==> src/rtl/tcmc_defines.svh <==
`ifndef TCMC_DEFINES_SVH
`define TCMC_DEFINES_SVH

// =====================================================================
// register offsets (byte addresses)
// =====================================================================
`define TCMC_OFS_MODE_CTL     12'h018
`define TCMC_OFS_COMPARE      12'h034
`define TCMC_OFS_STATUS       12'h040

// =====================================================================
// field positions of the mode control register
// =====================================================================
`define TCMC_DIR_LSB          0
`define TCMC_DIR_MSB          1
`define TCMC_FAST_BIT         2
`define TCMC_PRELOAD_BIT      3
`define TCMC_MODE_LSB         4
`define TCMC_MODE_MSB         6

// =====================================================================
// reset values and encodings
// =====================================================================
`define TCMC_MODE_CTL_RESET   16'h0000
`define TCMC_COMPARE_RESET    16'h0000
`define TCMC_DIR_OUTPUT       2'h0
`define TCMC_DIR_INPUT_ONE    2'h1
`define TCMC_DIR_INPUT_TWO    2'h2
`define TCMC_DIR_TRIGGER      2'h3
`define TCMC_MODE_FROZEN      3'h0
`define TCMC_MODE_MATCH_HIGH  3'h1
`define TCMC_MODE_MATCH_LOW   3'h2
`define TCMC_MODE_TOGGLE      3'h3
`define TCMC_MODE_FORCE_LOW   3'h4
`define TCMC_MODE_FORCE_HIGH  3'h5
`define TCMC_MODE_PWM_ONE     3'h6
`define TCMC_MODE_PWM_TWO     3'h7
`define TCMC_PROT_LOCK_ALL    2'h3

`endif

==> src/rtl/tcmc_pkg.sv <==
// =====================================================================
// shared types of the channel one mode control
// =====================================================================
package tcmc_pkg;
    typedef logic [1:0]  tcmc_dir_t;    // direction select field
    typedef logic [2:0]  tcmc_mode_t;   // compare mode field
    typedef logic [15:0] tcmc_count_t;  // counter and compare width
    typedef logic [11:0] tcmc_addr_t;   // apb address width
    typedef logic [31:0] tcmc_data_t;   // apb data width
endpackage

==> src/rtl/tcmc_compare_store.sv <==
`timescale 1ns/1ps
`default_nettype none
`include "tcmc_defines.svh"

// =====================================================================
// compare value store: preload stage and active stage
// =====================================================================
module tcmc_compare_store
(
    input  wire logic                 i_clk,           // kernel clock
    input  wire logic                 i_reset_n,       // async reset, low
    input  wire logic                 i_wr_en,         // software write pulse
    input  wire tcmc_pkg::tcmc_count_t i_wr_data,      // written value
    input  wire logic                 i_preload_en,    // preload enable
    input  wire logic                 i_update_event,  // timer update event
    output var  tcmc_pkg::tcmc_count_t o_preload_value,// preload stage
    output var  tcmc_pkg::tcmc_count_t o_active_value  // value in use
);
    import tcmc_pkg::*;

    // =================================================================
    // preload stage always takes the written value
    // =================================================================
    always_ff @(posedge i_clk or negedge i_reset_n)
    begin
        if (!i_reset_n)
            o_preload_value <= `TCMC_COMPARE_RESET;
        else if (i_wr_en)
            o_preload_value <= i_wr_data;
    end

    // =================================================================
    // active stage: direct write or transfer at update
    // =================================================================
    always_ff @(posedge i_clk or negedge i_reset_n)
    begin
        if (!i_reset_n)
            o_active_value <= `TCMC_COMPARE_RESET;
        else if (i_wr_en && !i_preload_en)
            o_active_value <= i_wr_data;
        else if (i_preload_en && i_update_event)
            o_active_value <= o_preload_value;
    end
endmodule
`default_nettype wire

==> src/rtl/tcmc_channel_mode.sv <==
// Register access over APB was decided locally.
`timescale 1ns/1ps
`default_nettype none
`include "tcmc_defines.svh"

// =====================================================================
// channel one mode control with apb register access
// =====================================================================
module tcmc_channel_mode
(
    input  wire logic                  i_clk,                  // kernel clock
    input  wire logic                  i_reset_n,              // async reset, low
    // apb slave
    input  wire logic                  i_psel,                 // select
    input  wire logic                  i_penable,              // access phase
    input  wire logic                  i_pwrite,               // write direction
    input  wire tcmc_pkg::tcmc_addr_t  i_paddr,                // byte address
    input  wire tcmc_pkg::tcmc_data_t  i_pwdata,               // write data
    output var  tcmc_pkg::tcmc_data_t  o_prdata,               // read data
    output var  logic                  o_pready,               // transfer done
    output var  logic                  o_pslverr,              // unmapped address
    // timer context
    input  wire tcmc_pkg::tcmc_count_t i_counter_value,        // counter value
    input  wire logic                  i_count_tick,           // counter clock enable
    input  wire logic                  i_update_event,         // update event pulse
    input  wire logic                  i_ch1_channel_enable,   // channel enable bit
    input  wire logic [1:0]            i_protection_level,     // protection level
    input  wire logic                  i_single_pulse_enable,  // single pulse setting
    input  wire logic                  i_trigger_event,        // trigger input event
    input  wire logic                  i_timer_input_one,      // timer input one
    input  wire logic                  i_timer_input_two,      // timer input two
    input  wire logic                  i_internal_trigger_source, // internal trigger
    input  wire logic                  i_internal_trigger_active, // trigger input in use
    // results
    output var  logic                  o_ch1_compare_reference,// compare reference
    output var  logic                  o_ch1_is_output,        // channel is output
    output var  logic                  o_ch1_capture_input,    // selected capture source
    output var  tcmc_pkg::tcmc_count_t o_ch1_compare_value     // active compare value
);
    import tcmc_pkg::*;

    // =================================================================
    // register fields
    // =================================================================
    tcmc_dir_t   ch1_direction_select_r;        // direction select
    logic        ch1_fast_response_enable_r;    // fast response enable
    logic        ch1_compare_preload_enable_r;  // preload enable
    tcmc_mode_t  ch1_compare_mode_r;            // compare mode
    logic [8:0]  mode_ctl_upper_r;              // bits 15:7 kept as storage
    tcmc_mode_t  prev_mode_r;                   // mode seen last cycle
    tcmc_count_t preload_value;                 // compare preload stage
    tcmc_count_t active_value;                  // compare value in use

    // =================================================================
    // apb decode
    // =================================================================
    logic wr_fire;        // write takes effect this edge
    logic rd_phase;       // first access cycle, answer prepared
    logic hit_mode;       // mode control address
    logic hit_compare;    // compare value address
    logic hit_status;     // status address
    logic mapped;         // any known address
    logic locked_prot;    // preload and mode locked
    tcmc_data_t rd_nxt;   // read mux result

    assign hit_mode    = (i_paddr == `TCMC_OFS_MODE_CTL);
    assign hit_compare = (i_paddr == `TCMC_OFS_COMPARE);
    assign hit_status  = (i_paddr == `TCMC_OFS_STATUS);
    assign mapped      = hit_mode || hit_compare || hit_status;
    assign rd_phase    = i_psel && i_penable && !o_pready;
    assign wr_fire     = i_psel && i_penable && o_pready && i_pwrite && mapped;
    assign locked_prot = (i_protection_level == `TCMC_PROT_LOCK_ALL) &&
                         (ch1_direction_select_r == `TCMC_DIR_OUTPUT);

    // =================================================================
    // read mux, reserved bits read zero
    // =================================================================
    always_comb
    begin
        rd_nxt = 32'h0000_0000;
        if (hit_mode)
            rd_nxt = {16'h0000, mode_ctl_upper_r, ch1_compare_mode_r,
                      ch1_compare_preload_enable_r,
                      ch1_fast_response_enable_r, ch1_direction_select_r};
        else if (hit_compare)
            rd_nxt = {16'h0000, preload_value};
        else if (hit_status)
            rd_nxt = {active_value, 13'h0000, i_single_pulse_enable,
                      o_ch1_is_output, o_ch1_compare_reference};
    end

    // =================================================================
    // apb handshake: one wait state, then ready with data
    // =================================================================
    always_ff @(posedge i_clk or negedge i_reset_n)
    begin
        if (!i_reset_n)
        begin
            o_pready  <= 1'b0;
            o_pslverr <= 1'b0;
            o_prdata  <= 32'h0000_0000;
        end
        else if (rd_phase)
        begin
            o_pready  <= 1'b1;            // answer in next cycle
            o_pslverr <= !mapped;         // unmapped answered with error
            o_prdata  <= i_pwrite ? 32'h0000_0000 : rd_nxt;
        end
        else
        begin
            o_pready  <= 1'b0;            // drop after completion
            o_pslverr <= 1'b0;
        end
    end

    // =================================================================
    // direction select, writable only while channel disabled
    // =================================================================
    always_ff @(posedge i_clk or negedge i_reset_n)
    begin
        if (!i_reset_n)
            ch1_direction_select_r <= `TCMC_DIR_OUTPUT;
        else if (wr_fire && hit_mode && !i_ch1_channel_enable)
            ch1_direction_select_r <= i_pwdata[`TCMC_DIR_MSB:`TCMC_DIR_LSB];
    end

    // =================================================================
    // fast enable and upper storage, always writable
    // =================================================================
    always_ff @(posedge i_clk or negedge i_reset_n)
    begin
        if (!i_reset_n)
        begin
            ch1_fast_response_enable_r <= 1'b0;
            mode_ctl_upper_r           <= 9'h000;
        end
        else if (wr_fire && hit_mode)
        begin
            ch1_fast_response_enable_r <= i_pwdata[`TCMC_FAST_BIT];
            mode_ctl_upper_r           <= i_pwdata[15:7];
        end
    end

    // =================================================================
    // preload enable and compare mode, locked at level 3 as output
    // =================================================================
    always_ff @(posedge i_clk or negedge i_reset_n)
    begin
        if (!i_reset_n)
        begin
            ch1_compare_preload_enable_r <= 1'b0;
            ch1_compare_mode_r           <= `TCMC_MODE_FROZEN;
        end
        else if (wr_fire && hit_mode && !locked_prot)
        begin
            ch1_compare_preload_enable_r <= i_pwdata[`TCMC_PRELOAD_BIT];
            ch1_compare_mode_r           <= i_pwdata[`TCMC_MODE_MSB:`TCMC_MODE_LSB];
        end
    end

    // =================================================================
    // compare value stages
    // =================================================================
    tcmc_compare_store u_store
    (
        .i_clk           (i_clk),
        .i_reset_n       (i_reset_n),
        .i_wr_en         (wr_fire && hit_compare),
        .i_wr_data       (i_pwdata[15:0]),
        .i_preload_en    (ch1_compare_preload_enable_r),
        .i_update_event  (i_update_event),
        .o_preload_value (preload_value),
        .o_active_value  (active_value)
    );

    // =================================================================
    // direction decode and capture source selection
    // =================================================================
    always_ff @(posedge i_clk or negedge i_reset_n)
    begin
        if (!i_reset_n)
        begin
            o_ch1_is_output     <= 1'b1;
            o_ch1_capture_input <= 1'b0;
            o_ch1_compare_value <= `TCMC_COMPARE_RESET;
        end
        else
        begin
            o_ch1_is_output     <= (ch1_direction_select_r == `TCMC_DIR_OUTPUT);
            o_ch1_compare_value <= active_value;
            case (ch1_direction_select_r)
                `TCMC_DIR_INPUT_ONE: o_ch1_capture_input <= i_timer_input_one;
                `TCMC_DIR_INPUT_TWO: o_ch1_capture_input <= i_timer_input_two;
                `TCMC_DIR_TRIGGER:   o_ch1_capture_input <= i_internal_trigger_active &&
                                                            i_internal_trigger_source;
                default:             o_ch1_capture_input <= 1'b0; // output: no capture
            endcase
        end
    end

    // =================================================================
    // compare reference generation
    // =================================================================
    logic is_match;      // counter equals compare
    logic below;         // counter below compare
    logic above;         // counter above compare
    logic pwm_entry;     // frozen to pwm change seen this cycle
    logic ref_nxt;       // next reference level

    assign is_match  = (i_counter_value == active_value);
    assign below     = (i_counter_value < active_value);
    assign above     = (i_counter_value > active_value);
    assign pwm_entry = (prev_mode_r == `TCMC_MODE_FROZEN) && ch1_compare_mode_r[2] &&
                       ch1_compare_mode_r[1];

    // previous mode tracker for the frozen to pwm transition
    always_ff @(posedge i_clk or negedge i_reset_n)
    begin
        if (!i_reset_n)
            prev_mode_r <= `TCMC_MODE_FROZEN;
        else
            prev_mode_r <= ch1_compare_mode_r;
    end

    // next level per mode; match modes act on counter ticks only
    always_comb
    begin
        ref_nxt = o_ch1_compare_reference;
        case (ch1_compare_mode_r)
            `TCMC_MODE_FROZEN:     ref_nxt = o_ch1_compare_reference;
            `TCMC_MODE_MATCH_HIGH: if (i_count_tick && is_match)
                                       ref_nxt = 1'b1;
            `TCMC_MODE_MATCH_LOW:  if (i_count_tick && is_match)
                                       ref_nxt = 1'b0;
            `TCMC_MODE_TOGGLE:     if (i_count_tick && is_match)
                                       ref_nxt = !o_ch1_compare_reference;
            `TCMC_MODE_FORCE_LOW:  ref_nxt = 1'b0;
            `TCMC_MODE_FORCE_HIGH: ref_nxt = 1'b1;
            `TCMC_MODE_PWM_ONE:
            begin
                if (ch1_fast_response_enable_r && i_trigger_event)
                    ref_nxt = 1'b0;                  // act as if the match occurred
                else if (i_count_tick || pwm_entry)
                    ref_nxt = below;
            end
            `TCMC_MODE_PWM_TWO:
            begin
                if (ch1_fast_response_enable_r && i_trigger_event)
                    ref_nxt = 1'b1;                  // act as if the match occurred
                else if (i_count_tick || pwm_entry)
                    ref_nxt = above;
            end
            default:               ref_nxt = o_ch1_compare_reference;
        endcase
    end

    // reference register
    always_ff @(posedge i_clk or negedge i_reset_n)
    begin
        if (!i_reset_n)
            o_ch1_compare_reference <= 1'b0;
        else
            o_ch1_compare_reference <= ref_nxt;
    end
endmodule
`default_nettype wire

==> config.mk <==
export PLATFORM = sky130hd
export DESIGN_NAME = tcmc_channel_mode
export DESIGN_NICKNAME = d
export VERILOG_FILES = /design/src/rtl/tcmc_pkg.sv /design/src/rtl/tcmc_compare_store.sv /design/src/rtl/tcmc_channel_mode.sv
export VERILOG_INCLUDE_DIRS = /design/src /design/src/rtl
export SDC_FILE = /design/constraint.sdc
export NUM_CORES = 1
export LEC_CHECK = 0
export BUFFER_PORTS_ARGS = -buffer_cell sky130_fd_sc_hd__buf_4
export CORE_ASPECT_RATIO = 1.25
export CORE_MARGIN = 8
export CORE_UTILIZATION = 54
export CTS_BUF_LIST = sky130_fd_sc_hd__clkbuf_8
export DETAILED_ROUTE_END_ITERATION = 10
export GPL_ROUTABILITY_DRIVEN = 0
export PLACE_DENSITY = 0.79
export SLEW_MARGIN = 20
export SYNTH_ARGS = -nofsm -noshare
export SYNTH_HDL_FRONTEND = slang
export SYNTH_SLANG_ARGS = --single-unit
==> constraint.sdc <==
create_clock -name i_clk -period 2.4 [get_ports i_clk]
set_input_delay 0.36 -clock i_clk [delete_from_list [all_inputs] [get_ports i_clk]]
set_output_delay 0.36 -clock i_clk [all_outputs]
set_load 0.05 [all_outputs]
==> results of run 1 <==
## cells in the mapped netlist (all sizes together) (2+ instances only)
cell | instances | area share [%]
a21oi | 10 | 1.1
mux2 | 32 | 7.9
o211ai | 3 | 0.49
nor2 | 8 | 0.66
a222oi | 3 | 0.66
or3 | 3 | 0.41
buf | 8 | 1.2
a21o | 2 | 0.33
nor4 | 4 | 1.0
inv | 19 | 1.6
clkbuf | 7 | 1.0
o21ai | 36 | 4.0
nand3 | 5 | 0.55
mux2i | 16 | 3.5
a22o | 16 | 3.2
nand4 | 5 | 0.69
nand4b | 2 | 0.71
dfrtp | 103 | 57
nor3 | 2 | 0.58
nor3b | 2 | 0.58
or2 | 2 | 0.28
a22oi | 13 | 2.1
a31oi | 2 | 0.41
ha | 16 | 4.4
nand2 | 42 | 3.5
## final cells by class
class	count	area (µm²)
inverter	19	71.32
fill	589	2454
clock inverter	7	86.33
tap	97	121.4
clock buffer	9	123.9
sequential	104	2604
timing repair buffer	125	950.9
multi-input combinational	232	1783
## power by group
part / leakage, nW / total, mW / switching [mW] / internal (mW)
sequential: 1.45 / 1.75 / 0.00164 / 1.75
clock: 0.104 / 1.14 / 0.635 / 0.506
combinational: 1.39 / 0.206 / 0.112 / 0.0938
total: 2.95 / 3.10 / 0.749 / 2.35
## state kept, by name, summed over array words and instances, names as in the netlist
name	count
o_prdata	32
o_ch1_compare_value	16
u_store.o_active_value	16
u_store.o_preload_value	16
mode_ctl_upper_r	9
ch1_compare_mode_r	3
prev_mode_r	3
ch1_direction_select_r	2
ch1_compare_preload_enable_r	1
ch1_fast_response_enable_r	1
o_ch1_capture_input	1
o_ch1_compare_reference	1
o_ch1_is_output	1
o_pready	1
o_pslverr	1
## metrics by stage
| stage | cell area, µm² | cells | setup slack (ns) |
|---|---|---|---|
| floorplan | 4551 | 370 | 0.4889 |
| global placement | 5530 | 577 | 0.3143 |
| detailed placement | 5530 | 577 | 0.2457 |
| CTS | 5741 | 593 | 0.2114 |
| global route | 5741 | 593 | 0.06312 |
| finish | 5741 | 593 | 0.2026 |
## metal layers
layer / share of wire [%] / vias to the layer above
li1: - / 1577
met1: 40 / 1642
met2: 51 / 121
met3: 7.2 / 12
met4: 1.7 / 0
met5: 0 / -
## worst reg2reg max path, stage by stage (launching register included)
cell and delay (ns):
dfrtp_1 0.46, inv_1 0.07, ha_1 0.32, nand4_1 0.17, or3_1 0.38, a21oi_1 0.14, nor4_1 0.08, or3_1 0.36
a31oi_1 0.14
## worst max-delay path by stage
stage / from / endpoint / slack, ns
final: u_store.o_active_value[11]$_DFFE_PN0P_ / o_ch1_compare_reference$_DFFE_PN0P_ / 0.20
after global routing: u_store.o_active_value[13]$_DFFE_PN0P_ / o_ch1_compare_reference$_DFFE_PN0P_ / 0.06
after CTS: u_store.o_active_value[11]$_DFFE_PN0P_ / o_ch1_compare_reference$_DFFE_PN0P_ / 0.21
after detailed placement: i_counter_value[15] / o_ch1_compare_reference$_DFFE_PN0P_ / 0.25
after global placement: i_counter_value[15] / o_ch1_compare_reference$_DFFE_PN0P_ / 0.31
after floorplan: u_store.o_active_value[15]$_DFFE_PN0P_ / o_ch1_compare_reference$_DFFE_PN0P_ / 0.49
## kinds of logic (layout without fill, tap and decap cells)
| kind of cell | Yosys count | after routing | share of synthesized area, % |
|---|---|---|---|
| flip-flops | 104 | 104 | 57.22 |
| AO/OA/AOI/OAI | 88 | 88 | 12.92 |
| AND/OR/NAND/NOR | 80 | 80 | 10.23 |
| multiplexers | 48 | 48 | 11.44 |
| buffers and inverters | 34 | 160 | 3.794 |
| adder cells (fa/ha/maj) | 16 | 16 | 4.399 |
==> impl_metrics.yaml, run 1 <==
run_status:
  outcome: "complete, no violations"
detailed_routing:
  post_drt_wl_per_cell_um: 18.87
  route.detailed.drc: 0
  routed-via-count: 3352
  drt_iter0_drc: 211
  drt_first_pass_iters: 4
  viasPerCell: 5.653
  ant_nets: 0
  drt-total-wl_um: 11190
die:
  die-area_um2: 11640
  core_area_um2: 8194
  die_x_um: 98.11
  dieHeight_um: 118.6
  num_rows: 37
  start_util_pct: 55.54
  io_pins: 129
timing:
  min_period_ns: 2.197
  slew_violations: 0
  whs_ns: 0.04093
  fin_crit_sh_pct: 91.56
  setup_violations: 0
  finalHoldViolCount: 0
  rsz0062_at_grt: "false"
  relSlewSlack_pct: 54.52
  worstMarginPinSlew_ns: 0.6822
  max_freq_mhz: 455.1
  finClkSkew_ns: 0.01291
  fin_tns_setup_ns: 0
worst_setup_path:
  crit_fanout: 4
  rr_worst_depth: 8
  ff2ff_setup_slack_ns: 0.20
  cpPeakStageDelay_ns: 0.46
  cp-start-kind: "register"
  path_class: "register to register"
  cp_slowest_cell: "dfrtp_1"
  endpoint_kind: "register"
  path_buf_inv: 1
  r2r-start: "u_store.o_active_value[11]$_DFFE_PN0P_"
  r2r-end: "o_ch1_compare_reference$_DFFE_PN0P_"
  crit_path_cell_trace: "inv_1 > ha_1 > nand4_1 > or3_1 > a21oi_1 > nor4_1 > or3_1 > a31oi_1"
  path_common_cell: "or3_1"
  cp.arrival_ns: 2.48
  crit_family: "simple AND/OR/NAND/NOR gates"
  crit_cells: 8
  crit_required_ns: 2.69
logic_synthesis:
  synth.avg_cell_area_um2: 12.30
  ys_warn_count: 0
  synth_nets: 462
  yosysSeqAreaShare_pct: 57.22
  synth_edf_count: 0
  syn_inst: 370
  synth_area_um2: 4551
  async_reset_ff_share_pct: 100.0
  synth_flop_cell: "dfrtp_1"
  synth_cell_type_count: 48
  synth_seq_cells: 104
finish:
  mostFrequentLayoutCells: "124 x buf_4, 103 x dfrtp_1, 41 x nand2_1"
  layout-area-overhead-vs-synth_pct: 26.15
  layout-drive-gt1-share_pct: 38.31
  antenna_cells: 0
  final_util_pct: 70.06
  final_common_cell: "buf_4"
  final_nets: 583
clock_tree:
  cts_resized: 0
  clock_sinks: 104
  clkTransAtPathRegs_ns: 0.11
  insertion_delay_ns: 0.37
  postCtsSetupRepairBufs: 0
  ctsRootBufferMaster: "clkbuf_8"
  cts_max_level: 3
  cts.path.max_buffers: 2
  cts.hold.buffers_added: 0
  numCtsBuffers: 9
  cts_tree: "yes"
global_route:
  antenna_found_initial: 0
  track_usage_pct: 19.70
  grt-busiest-layer: "met2"
  grt_max_degree: 105
  met1_usage_pct: 23.42
  grtUsageMet3_pct: 4.287
  grt_pass1_wl_um: 18440
  grt-ovfl-total: 0
  grt_util_met2_pct: 33.91
  first_global_vias: 3633
hold_path:
  hold_class: "input pin to asynchronous set/reset pin"
run:
  drv_cap: 0
power:
  powerDensity_nw_per_um2: 540.5
  p_leak_nw: 2.946
  peakVddDrop_uv: 313.0
  p_total_mw: 3.103
place:
  portBuffers: 112
  dp_hpwl_um: 8135
Power figures use the tool's default switching activity.
==> run 2, diff against run 1 <==
--- a/config.mk
+++ b/config.mk
@@ -6,14 +6,14 @@
 export SDC_FILE = /design/constraint.sdc
 export NUM_CORES = 1
 export LEC_CHECK = 0
-export BUFFER_PORTS_ARGS = -buffer_cell sky130_fd_sc_hd__buf_4
+export BUFFER_PORTS_ARGS = -buffer_cell sky130_fd_sc_hd__buf_2
 export CORE_ASPECT_RATIO = 1.25
 export CORE_MARGIN = 8
-export CORE_UTILIZATION = 54
+export CORE_UTILIZATION = 40
 export CTS_BUF_LIST = sky130_fd_sc_hd__clkbuf_8
 export DETAILED_ROUTE_END_ITERATION = 10
 export GPL_ROUTABILITY_DRIVEN = 0
-export PLACE_DENSITY = 0.79
+export PLACE_DENSITY = 0.61
 export SLEW_MARGIN = 20
 export SYNTH_ARGS = -nofsm -noshare
 export SYNTH_HDL_FRONTEND = slang
==> run 2 against run 1 <==
Final cell count up 6.7%. Cell area down 4.3%. Sequential power about the same. Fmax up 1.3%. Largest cell class unchanged.
==> impl_metrics.yaml, run 2 (synthesis gave the netlist of run 1 again) <==
global_route:
  antenna_found_initial: 0
  grt_max_degree: 50
  track_usage_pct: 15.74
  grt_pass1_wl_um: 18840
  grt-ovfl-total: 0
  first_global_vias: 3561
clock_tree:
  cts_tree: "yes"
  clock_sinks: 104
  cts_resized: 0
  cts_max_level: 3
  cts.path.max_buffers: 2
  postCtsSetupRepairBufs: 0
  insertion_delay_ns: 0.37
  numCtsBuffers: 9
  cts.hold.buffers_added: 0
  ctsRootBufferMaster: "clkbuf_8"
  clkTransAtPathRegs_ns: 0.09
worst_setup_path:
  rr_worst_depth: 8
  endpoint_kind: "register"
  cp.arrival_ns: 2.46
  path_class: "register to register"
  crit_required_ns: 2.69
  crit_fanout: 4
  crit_end: "o_ch1_compare_reference$_DFFE_PN0P_"
  cp-start-kind: "register"
  startpoint: "u_store.o_active_value[11]$_DFFE_PN0P_"
  ff2ff_setup_slack_ns: 0.23
  r2r-end: "o_ch1_compare_reference$_DFFE_PN0P_"
  r2r-start: "u_store.o_active_value[11]$_DFFE_PN0P_"
place:
  dp_slack_ns: 0.2537
  place_inst: 616
  dp_hpwl_um: 8465
  portBuffers: 112
detailed_routing:
  ant_nets: 0
  post_drt_wl_per_cell_um: 18.32
  drt_first_pass_iters: 4
  drt-total-wl_um: 11600
  routed-via-count: 3315
  route.detailed.drc: 0
  drt_iter0_drc: 117
  viasPerCell: 5.237
finish:
  final_nets: 584
  final_common_cell: "buf_2"
  fillers: 1038
  top_register: "o_prdata"
  mostFrequentLayoutCells: "111 x buf_2, 103 x dfrtp_1, 41 x nand2_1"
  largest_register_ffs: 32
  stdcell_count: 633
  layout-drive-gt1-share_pct: 38.23
  layout-area-overhead-vs-synth_pct: 20.73
die:
  die_x_um: 111.4
  core_area_um2: 11080
  die-area_um2: 15070
  num_rows: 43
  start_util_pct: 41.06
  dieHeight_um: 135.3
  io_pins: 129
timing:
  finalHoldViolCount: 0
  fin_tns_setup_ns: 0
  setup_violations: 0
  relSlewSlack_pct: 53.47
  slew_violations: 0
  fin_crit_sh_pct: 90.34
  finClkSkew_ns: 0.005824
  worstMarginPinSlew_ns: 0.6979
  setup_slack_ns: 0.2318
  min_period_ns: 2.168
  max_freq_mhz: 461.2
  rsz0062_at_grt: "false"
power:
  p_leak_nw: 2.904
  powerDensity_nw_per_um2: 540.4
  peakVddDrop_uv: 222.5
run_status:
  outcome: "complete, no violations"
hold_path:
  hold_class: "input pin to asynchronous set/reset pin"
run:
  drv_cap: 0
[run 2: cell types whose count changed in the layout (fill, tap and decap cells not counted)]
cell	before	now
buf_2	0	111
buf_4	124	14
bufinv_16	1	0
clkbuf_8	9	12
clkinv_2	0	3
clkinv_4	1	0
clkinvlp_4	1	0
diode_2	0	1
inv_1	19	20
inv_6	2	0
inv_8	2	0
[run 2: power breakdown]
group	total, mW	switching, mW	internal (mW)
clock	1.03	0.579	0.455
sequential	1.75	0.00133	1.75
combinational	0.181	0.114	0.0670
[run 2: through the flow]
stage                     utilization, %  total power, mW  hold WS, ns  instance area [µm²]
after floorplan                        -            1.852      0.06441                 4551
after global placement             47.89            1.968       0.4249                 5308
after detailed placement           47.89            1.975       0.4345                 5308
after CTS                          49.55            3.002      0.02678                 5492
after global routing               49.55            3.091      0.03681                 5492
final                              49.57            2.969   0.00005218                 5494
[run 2: cell type report]
type | instances | area (µm²) | share of cell area [%]
diodes | 1 | 2.502 | 0.04555
clock buffers | 12 | 165.2 | 3.006
clock inverters | 4 | 18.77 | 0.3416
inverters | 19 | 71.32 | 1.298
multi-input cells | 232 | 1783 | 32.45
flip-flops and latches | 104 | 2604 | 47.39
well taps | 135 | 168.9 | 3.074
repair buffers | 126 | 680.7 | 12.39
[run 2: routing by layer]
| layer | vias to the layer above | share of wire [%] | GRT usage [%] |
|---|---|---|---|
| li1 | 1579 | - | - |
| met3 | 16 | 4.3 | 3.369 |
| met2 | 79 | 51 | 27.04 |
| met1 | 1641 | 42 | 18.17 |
| met5 | - | 0 | 0 |
| met4 | 0 | 2.4 | 8.018 |
[run 2: worst min path at each step]
stage,depth (start not counted),slack [ns],endpoint,start
2_1_floorplan,0,0.06,ch1_compare_mode_r[0]$_DFFE_PN0P_,i_reset_n
3_3_place_gp,0,0.42,o_ch1_compare_value[2]$_DFF_PN0_,u_store.o_active_value[2]$_DFFE_PN0P_
3_5_place_dp,0,0.43,o_ch1_compare_value[3]$_DFF_PN0_,u_store.o_active_value[3]$_DFFE_PN0P_
4_1_cts,1,0.03,o_ch1_capture_input$_DFF_PN0_,i_reset_n
5_1_grt,1,0.04,o_ch1_capture_input$_DFF_PN0_,i_reset_n
6_report,1,0.00005,o_ch1_capture_input$_DFF_PN0_,i_reset_n
[run 2: critical path, cell delays in order, from the launching register on]
cell,delay [ns]
dfrtp_1,0.44
inv_1,0.07
ha_1,0.32
nand4_1,0.19
or3_1,0.38
a21oi_1,0.14
nor4_1,0.08
or3_1,0.35
a31oi_1,0.13
